<file path="config.mk">
export PLATFORM = sky130hd
export DESIGN_NAME = ais_top
export DESIGN_NICKNAME = d
export VERILOG_FILES = /design/src/ais_pkg.sv /design/src/ais_sel_if.sv /design/src/ais_decode.sv /design/src/ais_top.sv
export VERILOG_INCLUDE_DIRS = /design/src
export SDC_FILE = /design/constraint.sdc
export NUM_CORES = 1
export LEC_CHECK = 0
export BUFFER_PORTS_ARGS = -buffer_cell sky130_fd_sc_hd__buf_2
export CORE_MARGIN = 2
export CORE_UTILIZATION = 51
export DETAILED_ROUTE_END_ITERATION = 8
export HOLD_SLACK_MARGIN = 0.15
export PLACE_DENSITY = 0.85
export SLEW_MARGIN = 20
export SYNTH_ARGS = -nofsm -noshare
export SYNTH_HDL_FRONTEND = slang
export SYNTH_SLANG_ARGS = --single-unit
</file>
<file path="constraint.sdc">
create_clock -name clock -period 5.73 [get_ports clock]
set_input_delay 0.2865 -clock clock [delete_from_list [all_inputs] [get_ports clock]]
set_output_delay 0.2865 -clock clock [all_outputs]
set_load 0.03 [all_outputs]
</file>
<file path="src/ais_params.svh">
// Offsets, field positions, reset values and code maps of the input select block.
// Assumes inclusion by bare name from the design modules.
`ifndef AIS_PARAMS_SVH
`define AIS_PARAMS_SVH

// ****************************************
// Register map (byte addresses)
// ****************************************
`define AIS_ADDR_LSB      2
`define AIS_ADDR_MSB      7
`define AIS_SIS_OFFSET    8'h00
`define AIS_BGC_OFFSET    8'h04
`define AIS_STAT_OFFSET   8'h08

// ****************************************
// Reset values
// ****************************************
`define AIS_SIS_RESET     16'h0000
`define AIS_BGC_RESET     3'h0

// ****************************************
// Sample select fields
// ****************************************
`define AIS_B_NEG_MSB     15
`define AIS_B_NEG_LSB     13
`define AIS_B_POS_MSB     12
`define AIS_B_POS_LSB     8
`define AIS_A_NEG_MSB     7
`define AIS_A_NEG_LSB     5
`define AIS_A_POS_MSB     4
`define AIS_A_POS_LSB     0

// ****************************************
// Band gap config fields
// ****************************************
`define AIS_BGC_DIV6_BIT  2
`define AIS_BGC_DIV2_BIT  1
`define AIS_BGC_REF_BIT   0
`define AIS_BGC_W         3

// ****************************************
// Code maps
// ****************************************
`define AIS_NEG_CODE_VREF 3'h0
`define AIS_NEG_CODE_AN1  3'h2
`define AIS_NO_BUF_MASK   32'hfe00_0000
`define AIS_PKG_LTD_MASK  32'h00ff_0000

`endif

</file>
<file path="src/ais_pkg.sv">
// Types shared by the input select block.
// Assumes nothing of its surroundings.
package ais_pkg;

    typedef logic [4:0] ais_pos_code_t;
    typedef logic [2:0] ais_neg_code_t;

    typedef enum logic [1:0] {
        AIS_NEG_VREF,
        AIS_NEG_AN1,
        AIS_NEG_NONE
    } ais_neg_src_e;

    typedef enum logic [1:0] {
        AIS_PH_IDLE,
        AIS_PH_WRITE,
        AIS_PH_READ
    } ais_phase_e;

endpackage : ais_pkg

</file>
<file path="src/ais_sel_if.sv">
// Carrier between the register top and one selector decoder.
// Assumes both ends run on the same clock.
`timescale 1ns/1ps
interface ais_sel_if;
    ais_pkg::ais_pos_code_t pos_code;
    ais_pkg::ais_neg_code_t neg_code;
    logic                   large_pkg;
    logic [31:0]            pos_onehot;
    logic                   pos_valid;
    logic                   pos_no_buf;
    ais_pkg::ais_neg_src_e  neg_src;

    modport dec  (input  pos_code, neg_code, large_pkg,
                  output pos_onehot, pos_valid, pos_no_buf, neg_src);
    modport user (output pos_code, neg_code, large_pkg,
                  input  pos_onehot, pos_valid, pos_no_buf, neg_src);
endinterface : ais_sel_if

</file>
<file path="src/ais_decode.sv">
// Combinational decoder of one positive and one negative selector code.
// Assumes codes come from registers on the same clock.
`timescale 1ns/1ps
`include "ais_params.svh"
module ais_decode (
    ais_sel_if.dec sel
);

    function automatic ais_pkg::ais_neg_src_e neg_decode(
        input ais_pkg::ais_neg_code_t code
    );
        if (code == `AIS_NEG_CODE_VREF) begin
            neg_decode = ais_pkg::AIS_NEG_VREF;
        end else if (code == `AIS_NEG_CODE_AN1) begin
            neg_decode = ais_pkg::AIS_NEG_AN1;
        end else begin
            neg_decode = ais_pkg::AIS_NEG_NONE;
        end
    endfunction : neg_decode

    wire [31:0] code_bit;
    wire        ltd_code;

    assign code_bit = 32'h0000_0001 << sel.pos_code;
    assign ltd_code = |(code_bit & `AIS_PKG_LTD_MASK);
    // Limited codes select nothing on small packages
    assign sel.pos_valid  = !(ltd_code && !sel.large_pkg);
    assign sel.pos_onehot = sel.pos_valid ? code_bit : 32'h0000_0000;
    assign sel.pos_no_buf = |(code_bit & `AIS_NO_BUF_MASK);
    assign sel.neg_src    = neg_decode(sel.neg_code);

endmodule : ais_decode

</file>
<file path="src/ais_top.sv">
// Sample input select and band gap reference configuration, AHB-Lite slave.
// Registers are one word each; unused upper bits read as zero.
// Assumes one 200 MHz clock, a single-master AHB-Lite bus, a static package strap pin.
// Sample set select and conversion done come from logic on this clock.
//
// Overview of operation
// Bits 7..5 pick sample A negative input, coded like sample B's bits 15..13.
// Bits 4..0 pick sample A positive input, coded like sample B's bits 12..8.
// Config bit 2 set enables band gap divided by six; clear disables it.
// Config bit 1 set enables band gap divided by two; clear disables it.
// Config bit 0 set enables the undivided band gap reference.
// High internal positive sources have no result buffer; never write one.
// Package-limited inputs exist only on the large package; else select nothing.
// Negative code 000 is reference, 010 is input one, others unimplemented.
//
// The register addresses and the AHB-Lite slave port were chosen for this implementation.
`timescale 1ns/1ps
`include "ais_params.svh"
module ais_top (
    input  wire logic        clock,
    input  wire logic        sys_rst,
    input  wire logic        hsel,
    input  wire logic [31:0] haddr,
    input  wire logic [1:0]  htrans,
    input  wire logic        hwrite,
    input  wire logic [2:0]  hsize,
    input  wire logic [31:0] hwdata,
    input  wire logic        hready,
    output logic             hreadyout,
    output logic             hresp,
    output logic [31:0]      hrdata,
    input  wire logic        pkg_large_pin,
    input  wire logic        sample_set_b,
    input  wire logic        conv_done,
    output logic [31:0]      mux_pos_onehot,
    output logic             mux_neg_vref,
    output logic             mux_neg_an1,
    output logic             mux_input_valid,
    output logic             result_wr_en,
    output logic             gap_ref_enable,
    output logic             gap_div2_enable,
    output logic             gap_div6_enable
);

    // ****************************************
    // Declarations
    // ****************************************
    logic [15:0]            sis_q;
    logic [15:0]            sis_d;
    logic [2:0]             bgc_q;
    logic [2:0]             bgc_d;
    ais_pkg::ais_phase_e    phase_q;
    ais_pkg::ais_phase_e    phase_d;
    logic [7:0]             addr_q;
    logic [31:0]            rdata_q;
    logic [31:0]            rdata_d;
    logic                   strap_meta_q;
    logic                   strap_q;
    logic [31:0]            pos_q;
    logic                   neg_vref_q;
    logic                   neg_an1_q;
    logic                   valid_q;
    logic                   wr_en_q;
    logic [2:0]             gap_q;

    wire                    take;
    wire                    wr_sis;
    wire                    wr_bgc;
    wire [7:0]              rd_addr;
    wire [6:0]              status;
    wire                    act_valid;
    wire                    act_no_buf;
    ais_pkg::ais_neg_src_e  act_neg;
    wire [31:0]             act_pos;

    ais_sel_if sel_a ();
    ais_sel_if sel_b ();

    // ****************************************
    // Functions
    // ****************************************
    // A negative code is implemented when it names a real source
    function automatic logic neg_impl(
        input ais_pkg::ais_neg_src_e src
    );
        neg_impl = src != ais_pkg::AIS_NEG_NONE;
    endfunction : neg_impl

    // Arguments carry the bus state so continuous assigns track it
    function automatic logic write_hit(
        input ais_pkg::ais_phase_e phase,
        input logic [7:0]          addr,
        input logic [7:0]          offset
    );
        write_hit = (phase == ais_pkg::AIS_PH_WRITE) && (addr == offset);
    endfunction : write_hit

    // ****************************************
    // Bus address phase
    // ****************************************
    assign take    = hsel && htrans[1] && hready;
    assign rd_addr = {haddr[`AIS_ADDR_MSB:`AIS_ADDR_LSB], 2'b00};

    always_comb begin
        phase_d = ais_pkg::AIS_PH_IDLE;
        if (take) begin
            phase_d = hwrite ? ais_pkg::AIS_PH_WRITE : ais_pkg::AIS_PH_READ;
        end else if (!hready) begin
            phase_d = phase_q;
        end
    end

    // ****************************************
    // Register writes in data phase
    // ****************************************
    assign wr_sis = write_hit(phase_q, addr_q, `AIS_SIS_OFFSET);
    assign wr_bgc = write_hit(phase_q, addr_q, `AIS_BGC_OFFSET);

    // Both sample sets are written as one 16-bit word
    assign sis_d = wr_sis ? hwdata[15:0] : sis_q;
    // Only bits 2..0 exist; upper bits are dropped
    assign bgc_d = wr_bgc ? hwdata[`AIS_BGC_W-1:0] : bgc_q;

    // ****************************************
    // Read data
    // ****************************************
    assign status = {strap_q,
                     sel_b.pos_no_buf,
                     neg_impl(sel_b.neg_src),
                     sel_b.pos_valid,
                     sel_a.pos_no_buf,
                     neg_impl(sel_a.neg_src),
                     sel_a.pos_valid};

    // Reads see a write still in its data phase
    always_comb begin
        rdata_d = rdata_q;
        if (take && !hwrite) begin
            unique case (rd_addr)
                `AIS_SIS_OFFSET:  rdata_d = {16'h0000, sis_d};
                `AIS_BGC_OFFSET:  rdata_d = {29'h0000_0000, bgc_d};
                `AIS_STAT_OFFSET: rdata_d = {25'h000_0000, status};
                default:          rdata_d = 32'h0000_0000;
            endcase
        end
    end

    // ****************************************
    // Bus and register flops
    // ****************************************
    always_ff @(posedge clock or posedge sys_rst) begin
        if (sys_rst) begin
            phase_q <= ais_pkg::AIS_PH_IDLE;
        end else begin
            phase_q <= phase_d;
        end
    end

    // Address is kept for the data phase that follows
    always_ff @(posedge clock or posedge sys_rst) begin
        if (sys_rst) begin
            addr_q <= 8'h00;
        end else if (take) begin
            addr_q <= rd_addr;
        end
    end

    always_ff @(posedge clock or posedge sys_rst) begin
        if (sys_rst) begin
            rdata_q <= 32'h0000_0000;
        end else begin
            rdata_q <= rdata_d;
        end
    end

    always_ff @(posedge clock or posedge sys_rst) begin
        if (sys_rst) begin
            sis_q <= `AIS_SIS_RESET;
        end else begin
            sis_q <= sis_d;
        end
    end

    always_ff @(posedge clock or posedge sys_rst) begin
        if (sys_rst) begin
            bgc_q <= `AIS_BGC_RESET;
        end else begin
            bgc_q <= bgc_d;
        end
    end

    // Only whole-word transfers are expected; size is not checked
    // Zero wait states, always OKAY
    assign hreadyout = 1'b1;
    assign hresp     = 1'b0;
    assign hrdata    = rdata_q;

    // ****************************************
    // Package strap synchroniser
    // ****************************************
    // Strap is static; the flops only keep metastability out
    always_ff @(posedge clock or posedge sys_rst) begin
        if (sys_rst) begin
            strap_meta_q <= 1'b0;
            strap_q      <= 1'b0;
        end else begin
            strap_meta_q <= pkg_large_pin;
            strap_q      <= strap_meta_q;
        end
    end

    // ****************************************
    // Selector decoders
    // ****************************************
    assign sel_a.pos_code  = sis_q[`AIS_A_POS_MSB:`AIS_A_POS_LSB];
    assign sel_a.neg_code  = sis_q[`AIS_A_NEG_MSB:`AIS_A_NEG_LSB];
    assign sel_a.large_pkg = strap_q;
    assign sel_b.pos_code  = sis_q[`AIS_B_POS_MSB:`AIS_B_POS_LSB];
    assign sel_b.neg_code  = sis_q[`AIS_B_NEG_MSB:`AIS_B_NEG_LSB];
    assign sel_b.large_pkg = strap_q;

    ais_decode u_dec_a (
        .sel (sel_a)
    );

    ais_decode u_dec_b (
        .sel (sel_b)
    );

    // ****************************************
    // Active sample set
    // ****************************************
    // Set choice reaches the pins one cycle after the select changes
    assign act_pos    = sample_set_b ? sel_b.pos_onehot : sel_a.pos_onehot;
    assign act_neg    = sample_set_b ? sel_b.neg_src : sel_a.neg_src;
    assign act_valid  = sample_set_b ? sel_b.pos_valid : sel_a.pos_valid;
    assign act_no_buf = sample_set_b ? sel_b.pos_no_buf : sel_a.pos_no_buf;

    // ****************************************
    // Multiplexer and reference outputs
    // ****************************************
    always_ff @(posedge clock or posedge sys_rst) begin
        if (sys_rst) begin
            pos_q <= 32'h0000_0000;
        end else begin
            pos_q <= act_pos;
        end
    end

    always_ff @(posedge clock or posedge sys_rst) begin
        if (sys_rst) begin
            neg_vref_q <= 1'b0;
        end else begin
            neg_vref_q <= act_neg == ais_pkg::AIS_NEG_VREF;
        end
    end

    always_ff @(posedge clock or posedge sys_rst) begin
        if (sys_rst) begin
            neg_an1_q <= 1'b0;
        end else begin
            neg_an1_q <= act_neg == ais_pkg::AIS_NEG_AN1;
        end
    end

    // Valid needs a usable positive and an implemented negative code
    always_ff @(posedge clock or posedge sys_rst) begin
        if (sys_rst) begin
            valid_q <= 1'b0;
        end else begin
            valid_q <= act_valid && neg_impl(act_neg);
        end
    end

    // Reference enables trail the config register by one cycle
    always_ff @(posedge clock or posedge sys_rst) begin
        if (sys_rst) begin
            gap_q <= 3'h0;
        end else begin
            gap_q <= bgc_q;
        end
    end

    // ****************************************
    // Result write strobe
    // ****************************************
    // High internal positive sources never reach a result buffer
    always_ff @(posedge clock or posedge sys_rst) begin
        if (sys_rst) begin
            wr_en_q <= 1'b0;
        end else begin
            wr_en_q <= conv_done && act_valid && !act_no_buf;
        end
    end

    assign mux_pos_onehot  = pos_q;
    assign mux_neg_vref    = neg_vref_q;
    assign mux_neg_an1     = neg_an1_q;
    assign mux_input_valid = valid_q;
    assign result_wr_en    = wr_en_q;
    assign gap_div6_enable = gap_q[`AIS_BGC_DIV6_BIT];
    assign gap_div2_enable = gap_q[`AIS_BGC_DIV2_BIT];
    assign gap_ref_enable  = gap_q[`AIS_BGC_REF_BIT];

endmodule : ais_top

</file>
# Word level (Yosys, flattened, before mapping)
# Cells that the tools add are included.
# word_totals
reg_bits	100
inputBits	77
word_cells	66
# op_classes
eq_ne	10
shifts	2
mux	16
n_reduce_logical	25
# op_table
op	n
two-way mux 32 bit	3
left shift 1 x 5 -> 32 bit, first input constant	2
one-hot mux 16 bit (3 select lines)	1
logical NOT 8 bit	2
two-way mux 16 bit	1
two-way mux 2 bit	8
OR reduction 8 bit	2
OR reduction 7 bit	2
equality test 6 x 1 -> 1 bit, second input constant	2
logical AND 1 bit	10
equality test 3 x 2 -> 1 bit, second input constant	2
equality test 6 x 2 -> 1 bit, second input constant	1
logical NOT 3 bit	2
!= test 2 bit, second input constant	3
logical NOT 1 bit	5
equality test 2 x 1 -> 1 bit, second input constant	2
two-way mux 3 bit	1
logical NOT 2 bit	1
two-way mux 1 bit	2
nonzero test 2 bit	1

# Longest topological paths before layout
# Gate-level depths: netlist of run 1.
# depth
word_depth	7
mapped_depth	5
ltp_nobuf	4

# By module
# From an unflattened synthesis of run 1, not the netlist that was laid out.
# hier_totals
hier_cells	352
hier_area_um2	4070.2
# by_module_without_submodules
mod	n_inst	cells_each	area_each_um2	seq_area_each_um2
ais_top	1	241	3464.6	2102.0
ais_decode at u_dec_b	1	56	322.8	0.0
ais_decode at u_dec_a	1	55	282.8	0.0

# Worst setup path after synthesis of run 1
# Ideal clock, no wire load.
# synth_timing
path_kind	register to register
startpoint	register addr_q[4]
endpoint	register rdata_q[10] (netlist: hrdata[10])
t_arrival_ns	2.198
required_ns	5.609
path_slack_ns	3.411
stages_incl_launch_ff	6
path_buffers	1
period_less_slack_ns	2.319
cell_sequence	dfrtp_1 or4_4 nor4_2 buf_6 mux2_2 a22o_1
# synth_between
elab_chain_cells	4
# synth_lines
element	line	source
start: declaration	ais_top.sv:54	logic [7:0] addr_q;
start signal: assignment	ais_top.sv:164	addr_q <= rd_addr;
logical NOT 8 bit	ais_top.sv:95	write_hit = (phase == ais_pkg::AIS_PH_WRITE) && (addr == offset);
logical AND 1 bit	ais_top.sv:95	
two-way mux 16 bit	ais_top.sv:120	assign sis_d = wr_sis ? hwdata[15:0] : sis_q;
via sis_d[10]	ais_top.sv:49	logic [15:0] sis_d;
one-hot mux 16 bit (3 select lines)	ais_top.sv:139	unique case (rd_addr)
end signal: assignment	ais_top.sv:172	rdata_q <= rdata_d;
end: declaration	ais_top.sv:55	logic [31:0] rdata_q;
# The timed path passes the listed nets, and every way through them passes these cells.
# A chain may end at the register's enable or synchronous reset.

# Worst setup path after layout of run 1
# layout_timing
startpoint	input hwrite
endpoint	register rdata_q[5] (netlist: hrdata[5])
# layout_between
elab_chain_cells	2
# layout_lines
element	line	source
start: declaration	ais_top.sv:25	input wire logic hwrite,
logical NOT 1 bit	ais_top.sv:138	if (take && !hwrite) begin
logical AND 1 bit	ais_top.sv:138	
# Every way passes these cells.

==> flow_metrics.env, run 1 <==
export IMPL_dp_cells=434
export IMPL_startpoint="hwrite"
export IMPL_clk_pin_slew_worst_paths_ns=0.08
export IMPL_fin_tns_setup_ns=0
export IMPL_wl_per_cell_um=16.8
export IMPL_nFillCells=510
export IMPL_die_x_um=86.1
export IMPL_initialDrtViolationCount=108
export IMPL_numCtsBuffers=9
export IMPL_grt_pass1_wl_um=12500
export IMPL_synth_most_common_cell="dfrtp_1"
export IMPL_synth_seq_cells=84
export IMPL_synth_area_um2=3440
export IMPL_reg2reg_from="addr_q[4]"
export IMPL_wirelength_um=7530
export IMPL_avgSynthCellArea_um2=11.9
export IMPL_yosysTopAreaCell="dfrtp_1"
export IMPL_syn_to_final_growth_pct=18.1
export IMPL_dp_hpwl_um=5370
export IMPL_r2r_slack_ns=3.30
export IMPL_path_delay_family="simple AND/OR/NAND/NOR gates"
export IMPL_yosysWarnings=0
export IMPL_total_power_w=0.00153
export IMPL_place_congestion=1.07
export IMPL_grt_start_max_net_pins=85
export IMPL_diodes=0
export IMPL_first_pass_iters=4
export IMPL_setup_viol=0
export IMPL_synth_distinct_cells=42
export IMPL_ir_drop_mv=0.215
export IMPL_synth_fa_ha_area_frac=0
export IMPL_drive_above_1_share=0.336
export IMPL_worst_pin_slew_ns=1.05
export IMPL_antenna_found_initial=0
export IMPL_grt_pass1_vias=2552
export IMPL_coreArea_um2=6420
export IMPL_netlist_instances=288
export IMPL_synth_edff_count=0
export IMPL_layout_min_cycle_time_ns=2.48
export IMPL_power_leakage_nw=2.08
export IMPL_die_height_um=86.1
export IMPL_nNetsFinal=446
export IMPL_grt_overflow=0
export IMPL_worstSkewPairLatency_ns=0.35
export IMPL_relSlewSlack=0.297
export IMPL_slowest_stage="nor4_1"
export IMPL_critical_path_class="input pin to flip-flop"
export IMPL_synth_compound_area_frac=0.129
export IMPL_hold_path_class="input pin to asynchronous set/reset pin"
export IMPL_cp_required_ns=6.00
export IMPL_dr_total_vias=2566
export IMPL_cts_buffer_depth=2
export IMPL_io_pins=150
export IMPL_cp_start_kind="input pin"
export IMPL_cts_sinks=84
export IMPL_skew_ns=0.00470
export IMPL_rsz0062_at_grt="no"
export IMPL_drcViolationCount=0
export IMPL_cts_root_buf="clkbuf_8"
export IMPL_max_stage_delay_ns=1.11
export IMPL_outcome="complete, no violations"
export IMPL_via_per_inst=5.71
export IMPL_grt_use_total=0.221
export IMPL_start_util=0.535
export IMPL_cts_setup_buffers=0
export IMPL_die_area_um2=7410
export IMPL_synth_area_mux_share=0.0743
export IMPL_power_density_nw_per_um2=377
export IMPL_antenna_left=0
export IMPL_cp_end_kind="flip-flop"
export IMPL_crit_chain="buf_2 > nand4b_1 > nor4_1 > o2111ai_1 > o211ai_1"
export IMPL_yosys_area_share_simple=0.108
export IMPL_worstPathArrival_ns=2.75
export IMPL_async_flop_share=1.00
export IMPL_cp_max_fo=21
export IMPL_synth_top_cell_area_share=0.612
export IMPL_ys_seq_area_frac=0.612
export IMPL_fin_crit_sh=0.432
export IMPL_h_tree_depth=3
export IMPL_cts_tree="built"
export IMPL_numPortBuffers=85
export IMPL_maxCapViolations=0
export IMPL_fmax_mhz=404
export IMPL_num_rows=29
export IMPL_synth_common_cells="dfrtp_1 (84), o22ai_1 (31), buf_4 (18), mux2_2 (16), nand2_1 (15)"
export IMPL_fin_cells=449
export IMPL_synth_xor_area_share=0
export IMPL_synth_top_family_by_area="compound AO/OA/AOI/OAI gates"
export IMPL_synth_ff_type="dfrtp_1"
export IMPL_synthTopCellsByArea="dfrtp_1 (61%), o22ai_1 (5.6%), mux2_2 (5.2%)"
export IMPL_crit_buf_inv=1
export IMPL_finalMaxSlewViolations=0
export IMPL_final_hold_viol_count=0
cell usage in the layout, fill, tap and decap left out, types with 4 or more instances in the layout:
master and instances:
clkbuf_8 11, nand2_1 15, nor3_1 4, dfrtp_1 84, mux2_2 16, nand3_1 10
nor2b_1 4, mux2i_1 6, nand2b_1 6, o21ai_0 5, conb_1 18, o22ai_1 31
inv_1 13, a22o_1 11, nor2_1 11, buf_2 85
final timing paths:
path,endpoint,cells after the start
worst max-delay path,hrdata[5],5
worst min-delay path,mux_pos_onehot[30],3
worst max register to register,hrdata[8],5
worst min register to register,sel_a.large_pkg,0
max in group asynchronous,mux_pos_onehot[16],3
min in group clock,addr_q[7],2
state kept, by name, summed over array words and instances (netlist names):
register	count
addr_q	6
bgc_q	3
gap_q	3
hrdata	16
mux_input_valid	1
mux_neg_an1	1
mux_neg_vref	1
mux_pos_onehot	32
phase_q	2
result_wr_en	1
sel_a.large_pkg	1
sis_q	16
strap_meta_q	1
power breakdown:
group          leakage, nW  switching (W)  total (W)  internal [W]
Sequential            1.12      0.0000701   0.000747      0.000677
Combinational        0.870       0.000253   0.000371      0.000118
Clock               0.0983       0.000194   0.000414      0.000220
through the flow:
step	hold WS [ns]	utilization	instance area [µm²]	setup slack (ns)
CTS	0.163	0.632	4060	3.21
global placement	0.334	0.598	3840	2.78
floorplan	0.318	-	3500	3.28
global route	0.165	0.632	4060	2.97
finish	0.115	0.632	4060	3.25
detailed placement	0.354	0.600	3860	2.83
area by class of cell:
type,instances,area (µm²),area share
flip-flops and latches,84,2100,0.518
multi-input cells,172,1160,0.287
repair buffers,88,454,0.112
clock buffers,12,155,0.0382
well taps,77,96.3,0.0237
inverters,14,53.8,0.0133
clock inverters,2,35.0,0.00863
worst min-delay path: cells and delay by family:
kind     cells  cell delay, ns
buf+inv      3            0.68
layer usage:
metal  global-route usage  vias to the layer above  routed length, µm
met4               0.0722                        0                128
met3               0.0683                       10                577
met1                0.271                     1275               2990
met2                0.372                      115               3830
met5                    0                        -                  0
li1                     -                     1166                  -
logic make-up (layout without fill, tap and decap cells):
kind of cell,Yosys count,in the layout
flip-flops,84,84
AND/OR/NAND/NOR,68,68
AO/OA/AOI/OAI,63,63
buffers and inverters,48,116
multiplexers,23,23
other,2,18
what timing repair did:
action	4_1_cts	5_1_grt
endpoints found under the hold margin	1	0
gates resized for setup	0	0
hold buffers	1	0
Power figures use the tool's default switching activity.
==> run 2: changes to the inputs <==
--- a/config.mk
+++ b/config.mk
@@ -8,10 +8,10 @@
 export LEC_CHECK = 0
 export BUFFER_PORTS_ARGS = -buffer_cell sky130_fd_sc_hd__buf_2
 export CORE_MARGIN = 2
-export CORE_UTILIZATION = 51
+export CORE_UTILIZATION = 47
 export DETAILED_ROUTE_END_ITERATION = 8
 export HOLD_SLACK_MARGIN = 0.15
-export PLACE_DENSITY = 0.85
+export PLACE_DENSITY = 0.79
 export SLEW_MARGIN = 20
 export SYNTH_ARGS = -nofsm -noshare
 export SYNTH_HDL_FRONTEND = slang
==> constraint.sdc (replaced) <==
create_clock -name clock -period 2.5 [get_ports clock]
set_input_delay 0.125 -clock clock [delete_from_list [all_inputs] [get_ports clock]]
set_output_delay 0.125 -clock clock [all_outputs]
set_load 0.03 [all_outputs]
==> run 2 against run 1 <==
Against the previous run: utilization is 1.9 points lower; sequential power is 130% higher; clock power increased by 150%; via count increased by 2.9%; clock-buffer cell count shrank 1; cell count up 12%; critical path depth stayed put; critical endpoint is now hrdata[12]; sequential share of layout area fell by 4.0 points.
==> flow_metrics.env, run 2 (synthesis gave the netlist of run 1 again) <==
export IMPL_outcome="complete, no violations"
export IMPL_postPlaceCellArea_um2=3920
export IMPL_fin_ws_ns=0.221
export IMPL_final_hold_viol_count=0
export IMPL_hold_path_class="input pin to flip-flop"
export IMPL_dr_total_vias=2640
export IMPL_numCtsBuffers=9
export IMPL_cts_setup_buffers=0
export IMPL_coreArea_um2=7180
export IMPL_nNetsFinal=476
export IMPL_antenna_found_initial=0
export IMPL_die_x_um=89.5
export IMPL_wl_met1_um=3130
export IMPL_path_delay_family="simple AND/OR/NAND/NOR gates"
export IMPL_relSlewSlack=0.582
export IMPL_via_per_inst=5.26
export IMPL_fin_util=0.614
export IMPL_wl_met3_um=579
export IMPL_grt_pass1_vias=2550
export IMPL_cp_end_kind="flip-flop"
export IMPL_seq_power_share=0.472
export IMPL_cts_sinks=84
export IMPL_cts_root_buf="clkbuf_8"
export IMPL_worstSkewPairLatency_ns=0.35
export IMPL_largest_reg_flops=32
export IMPL_final_cell_mix="buf_2 (85), dfrtp_1 (84), o22ai_1 (31)"
export IMPL_combPwrFrac=0.245
export IMPL_wl_met2_um=3910
export IMPL_place_congestion=0.973
export IMPL_p_clk_frac=0.283
export IMPL_cp_max_fo=11
export IMPL_layout_min_cycle_time_ns=2.28
export IMPL_fin_tns_setup_ns=0
export IMPL_num_rows=31
export IMPL_top_layer_used="met4"
export IMPL_maxCapViolations=0
export IMPL_critical_path_class="flip-flop to flip-flop"
export IMPL_crit_chain="or4_4 > nor4_4 > buf_4 > mux2_2 > a22o_1"
export IMPL_clk_pin_slew_worst_paths_ns=0.08
export IMPL_post_route_cell_area_um2=4400
export IMPL_drive_above_1_share=0.323
export IMPL_cp_start_kind="flip-flop"
export IMPL_power_density_nw_per_um2=825
export IMPL_fmax_mhz=439
export IMPL_start_util=0.479
export IMPL_wl_per_cell_um=15.3
export IMPL_crit_buf_inv=1
export IMPL_nFillCells=583
export IMPL_ir_drop_mv=0.587
export IMPL_skew_ns=0.00840
export IMPL_finalMaxSlewViolations=0
export IMPL_grt_pass1_wl_um=12100
export IMPL_max_stage_delay_ns=0.57
export IMPL_dp_hpwl_um=5430
export IMPL_diodes=0
export IMPL_power_leakage_nw=2.22
export IMPL_cts_buffer_depth=2
export IMPL_cp_required_ns=2.74
export IMPL_worstPathArrival_ns=2.52
export IMPL_worst_pin_slew_ns=0.626
export IMPL_first_pass_iters=5
export IMPL_setup_viol=0
export IMPL_fin_crit_sh=0.912
export IMPL_p_int_w=0.00243
export IMPL_die_height_um=89.5
export IMPL_switchingPower_w=0.00120
export IMPL_rsz0062_at_grt="no"
export IMPL_p_sw_frac=0.329
export IMPL_grt_start_max_net_pins=51
export IMPL_drcViolationCount=0
export IMPL_layout_commonest_cell="buf_2"
export IMPL_initialDrtViolationCount=193
export IMPL_die_area_um2=8010
export IMPL_numPortBuffers=85
export IMPL_antenna_left=0
export IMPL_h_tree_depth=3
export IMPL_wirelength_um=7690
export IMPL_slowest_stage="or4_4"
export IMPL_grt_overflow=0
export IMPL_io_pins=150
export IMPL_syn_to_final_growth_pct=28.1
export IMPL_place_worst_setup_slack_ns=0.222
export IMPL_grt_use_total=0.202
export IMPL_cts_tree="built"
run 2: routing by layer:
metal  up-vias  global-route usage
met4         0              0.0448
met1      1266               0.249
met5         -                   0
met2       140               0.345
li1       1224                   -
met3        10              0.0693
run 2: repair_timing:
item,CTS,global route
hold endpoints to repair,72,0
setup endpoints to repair,0,0
gates resized for setup,0,0
hold buffers,27,0
run 2: final timing paths:
| check | from | to | slack, ns | depth (start not counted) |
|---|---|---|---|---|
| max | addr_q[4] | hrdata[12] | 0.22 | 5 |
| min | sample_set_b | mux_neg_an1 | 0.24 | 3 |
| max reg2reg | addr_q[4] | hrdata[12] | 0.22 | 5 |
| min reg2reg | strap_meta_q | sel_a.large_pkg | 0.36 | 0 |
| max in group asynchronous | sys_rst | sis_q[12] | 1.47 | 4 |
| min in group asynchronous | sys_rst | mux_pos_onehot[25] | 0.38 | 3 |
run 2: worst reg2reg max path: stages, from the launching register on:
cell	delay, ns
dfrtp_1	0.38
or4_4	0.57
nor4_4	0.36
buf_4	0.29
mux2_2	0.37
a22o_1	0.21
run 2: layout make-up:
type / count / area (µm²) / share of cell area
Sequential cell: 84 / 2100 / 0.477
Multi-Input combinational cell: 172 / 1150 / 0.262
Timing Repair Buffer: 118 / 753 / 0.171
Clock buffer: 11 / 141 / 0.0321
Tap cell: 99 / 124 / 0.0281
Clock inverter: 4 / 73.8 / 0.0168
Inverter: 14 / 53.8 / 0.0122
run 2: through the flow:
step                      power (W)  hold WS [ns]  cells
after floorplan             0.00237         0.156    304
after global placement      0.00255         0.202    460
after detailed placement    0.00258         0.213    460
after CTS                   0.00364         0.218    502
after global routing        0.00382         0.293    502
final                       0.00363         0.235    502
run 2: power groups by stage:
stage	logic, W	clock network, W	registers (W)
2_1_floorplan	0.000541	0	0.00182
3_3_place_gp	0.000822	0	0.00173
4_1_cts	0.000879	0.00105	0.00171
3_5_place_dp	0.000844	0	0.00174
5_1_grt	0.000973	0.00110	0.00175
6_report	0.000889	0.00103	0.00171
==> run 3: changes to the inputs <==
--- a/config.mk
+++ b/config.mk
@@ -8,11 +8,13 @@
 export LEC_CHECK = 0
 export BUFFER_PORTS_ARGS = -buffer_cell sky130_fd_sc_hd__buf_2
 export CORE_MARGIN = 2
-export CORE_UTILIZATION = 47
+export CORE_UTILIZATION = 50
 export DETAILED_ROUTE_END_ITERATION = 8
+export GPL_ROUTABILITY_DRIVEN = 0
 export HOLD_SLACK_MARGIN = 0.15
-export PLACE_DENSITY = 0.79
+export PLACE_DENSITY = 0.78
 export SLEW_MARGIN = 20
 export SYNTH_ARGS = -nofsm -noshare
 export SYNTH_HDL_FRONTEND = slang
+export SYNTH_HIERARCHICAL = 1
 export SYNTH_SLANG_ARGS = --single-unit
==> run 3 against run 2 <==
Against the previous run: hold slack worse by 0.019 ns; area after synthesis up 18%; die area up 11%.
==> flow_metrics.env, run 3 <==
export IMPL_outcome="complete, no violations"
export IMPL_whs_path_depth=3
export IMPL_coreArea_um2=7810
export IMPL_postPlaceCellArea_um2=4480
export IMPL_async_flop_share=1.00
export IMPL_cts_setup_buffers=0
export IMPL_cts_hold_buffers=26
export IMPL_num_rows=32
export IMPL_syn_to_final_growth_pct=21.1
export IMPL_initialDrtViolationCount=159
export IMPL_synthTopCellsByArea="dfrtp_1 (52%), mux2_2 (12%), nor2_1 (4.3%)"
export IMPL_grt_pass1_vias=2883
export IMPL_finalMaxSlewViolations=0
export IMPL_r2r_end="hrdata[12]"
export IMPL_combPwrFrac=0.274
export IMPL_ir_drop_mv=0.436
export IMPL_post_route_cell_area_um2=4930
export IMPL_die_height_um=94.2
export IMPL_synth_fa_ha_area_frac=0
export IMPL_diodes=0
export IMPL_maxCapViolations=0
export IMPL_grt_overflow=0
export IMPL_fin_tns_setup_ns=0
export IMPL_synth_xor_area_share=0
export IMPL_yosys_area_share_simple=0.183
export IMPL_setup_viol=0
export IMPL_grt_use_total=0.205
export IMPL_die_area_um2=8880
export IMPL_power_density_nw_per_um2=748
export IMPL_relSlewSlack=0.447
export IMPL_synth_compound_area_frac=0.0769
export IMPL_wl_per_cell_um=15.6
export IMPL_cp_end_kind="flip-flop"
export IMPL_yosysTopAreaCell="dfrtp_1"
export IMPL_critical_path_class="flip-flop to flip-flop"
export IMPL_holdPathEnd="hrdata[2]"
export IMPL_fmax_mhz=530
export IMPL_cts_buffer_depth=2
export IMPL_p_int_w=0.00238
export IMPL_cts_tree="built"
export IMPL_wirelength_um=8800
export IMPL_switchingPower_w=0.00131
export IMPL_synth_common_cells="dfrtp_1 (84), nor2_1 (47), mux2_2 (43), buf_4 (18), nor3_1 (17)"
export IMPL_yosysWarnings=6
export IMPL_power_leakage_nw=2.46
export IMPL_final_hold_viol_count=0
export IMPL_synth_most_common_cell="dfrtp_1"
export IMPL_synth_top_family_by_area="simple AND/OR/NAND/NOR gates"
export IMPL_avgSynthCellArea_um2=11.6
export IMPL_first_pass_iters=4
export IMPL_synth_seq_cells=84
export IMPL_p_sw_frac=0.354
export IMPL_io_pins=150
export IMPL_synth_distinct_cells=48
export IMPL_worstPathArrival_ns=2.12
export IMPL_grt_pass1_wl_um=14000
export IMPL_seq_power_share=0.481
export IMPL_numPortBuffers=85
export IMPL_nFillCells=637
export IMPL_rsz0062_at_grt="no"
export IMPL_cp_required_ns=2.73
export IMPL_synth_edff_count=0
export IMPL_cp_start_kind="flip-flop"
export IMPL_p_clk_frac=0.246
export IMPL_synth_top_cell_area_share=0.516
export IMPL_layout_min_cycle_time_ns=1.89
export IMPL_dp_hpwl_um=5960
export IMPL_skew_ns=0.0125
export IMPL_post_cts_resize_count=0
export IMPL_cts_root_buf="clkbuf_8"
export IMPL_worst_pin_slew_ns=0.830
export IMPL_drive_above_1_share=0.390
export IMPL_via_per_inst=5.44
export IMPL_numCtsBuffers=9
export IMPL_clk_pin_slew_worst_paths_ns=0.08
export IMPL_cts_sinks=84
export IMPL_drcViolationCount=0
export IMPL_antenna_left=0
export IMPL_reg2reg_from="addr_q[5]"
export IMPL_r2r_slack_ns=0.61
export IMPL_synth_ff_type="dfrtp_1"
export IMPL_grt_start_max_net_pins=85
export IMPL_die_x_um=94.2
export IMPL_h_tree_depth=3
export IMPL_fin_crit_sh=0.754
export IMPL_start_util=0.521
export IMPL_worstSkewPairLatency_ns=0.35
export IMPL_ys_seq_area_frac=0.516
export IMPL_antenna_found_initial=0
export IMPL_layout_commonest_cell="buf_2"
export IMPL_nNetsFinal=534
export IMPL_largest_reg_flops=32
export IMPL_netlist_instances=352
export IMPL_hold_path_class="input pin to flip-flop"
export IMPL_hp_start="haddr[2]"
export IMPL_synth_area_um2=4070
export IMPL_synth_area_mux_share=0.152
export IMPL_reg2reg_depth=4
export IMPL_cp_max_fo=16
export IMPL_dr_total_vias=3067
export IMPL_final_cell_mix="buf_2 (85), dfrtp_1 (84), nor2_1 (47)"
## run 3: cell count changes after synthesis, sizes merged, moves of 6 or more
cell    delta
nor2      +36
buf       +11
or3b       +6
nor3      +17
clkbuf     -9
a22o       -7
a32o       +9
mux2      +33
o22ai     -30
## run 3: metrics by stage
step	total power, W	hold WS [ns]	setup slack [ns]	cells	utilization
after floorplan	0.00255	0.156	0.210	368	-
after global placement	0.00274	0.236	0.696	522	0.574
after detailed placement	0.00277	0.234	0.678	522	0.574
after CTS	0.00370	0.193	0.635	564	0.631
after global routing	0.00389	0.235	0.546	564	0.631
final	0.00369	0.216	0.615	564	0.631
## run 3: kinds of logic (layout without fill, tap and decap cells)
logic type             Yosys count  after routing
buffers and inverters           47            141
and+or+nand+nor                128            128
muxes                           53             53
AOI/OAI and AO/OA               38             38
DFF                             84             84
other                            2             18
## run 3: worst max path at each step
| stage | slack, ns | cells past startpoint | end | startpoint |
|---|---|---|---|---|
| finish | 0.61 | 4 | hrdata[12] | addr_q[5] |
| global route | 0.55 | 4 | hrdata[12] | phase_q[1] |
| detailed placement | 0.68 | 4 | hrdata[11] | addr_q[5] |
| CTS | 0.64 | 4 | hrdata[11] | addr_q[5] |
| global placement | 0.70 | 4 | hrdata[14] | addr_q[5] |
| floorplan | 0.21 | 1 | addr_q[2] | sys_rst |
## run 3: area by class of cell
cell class | count | area, µm² | area share
Clock buffer | 13 | 169 | 0.0343
Clock inverter | 3 | 20.0 | 0.00406
Inverter | 11 | 42.5 | 0.00863
Multi-Input combinational cell | 237 | 1750 | 0.354
Sequential cell | 84 | 2100 | 0.427
Tap cell | 102 | 128 | 0.0259
Timing Repair Buffer | 114 | 721 | 0.146
## run 3: power groups by stage
stage | logic, W | registers (W) | clock network [W]
6_report | 0.00101 | 0.00177 | 0.000906
2_1_floorplan | 0.000708 | 0.00184 | 0
3_3_place_gp | 0.000949 | 0.00179 | 0
3_5_place_dp | 0.000967 | 0.00180 | 0
5_1_grt | 0.00109 | 0.00181 | 0.000992
4_1_cts | 0.00100 | 0.00177 | 0.000922
## run 3: worst max-delay path, stage by stage (launching register included)
cell	delay (ns)
dfrtp_1	0.42
nor4b_4	0.43
nand2_4	0.27
mux2_2	0.36
a32o_1	0.28
## run 3: metal layers
layer	share of wire	vias up	global-route usage
li1	-	1418	-
met1	0.41	1520	0.260
met2	0.50	114	0.343
met3	0.077	15	0.0546
met4	0.012	0	0.0616
met5	0	-	0
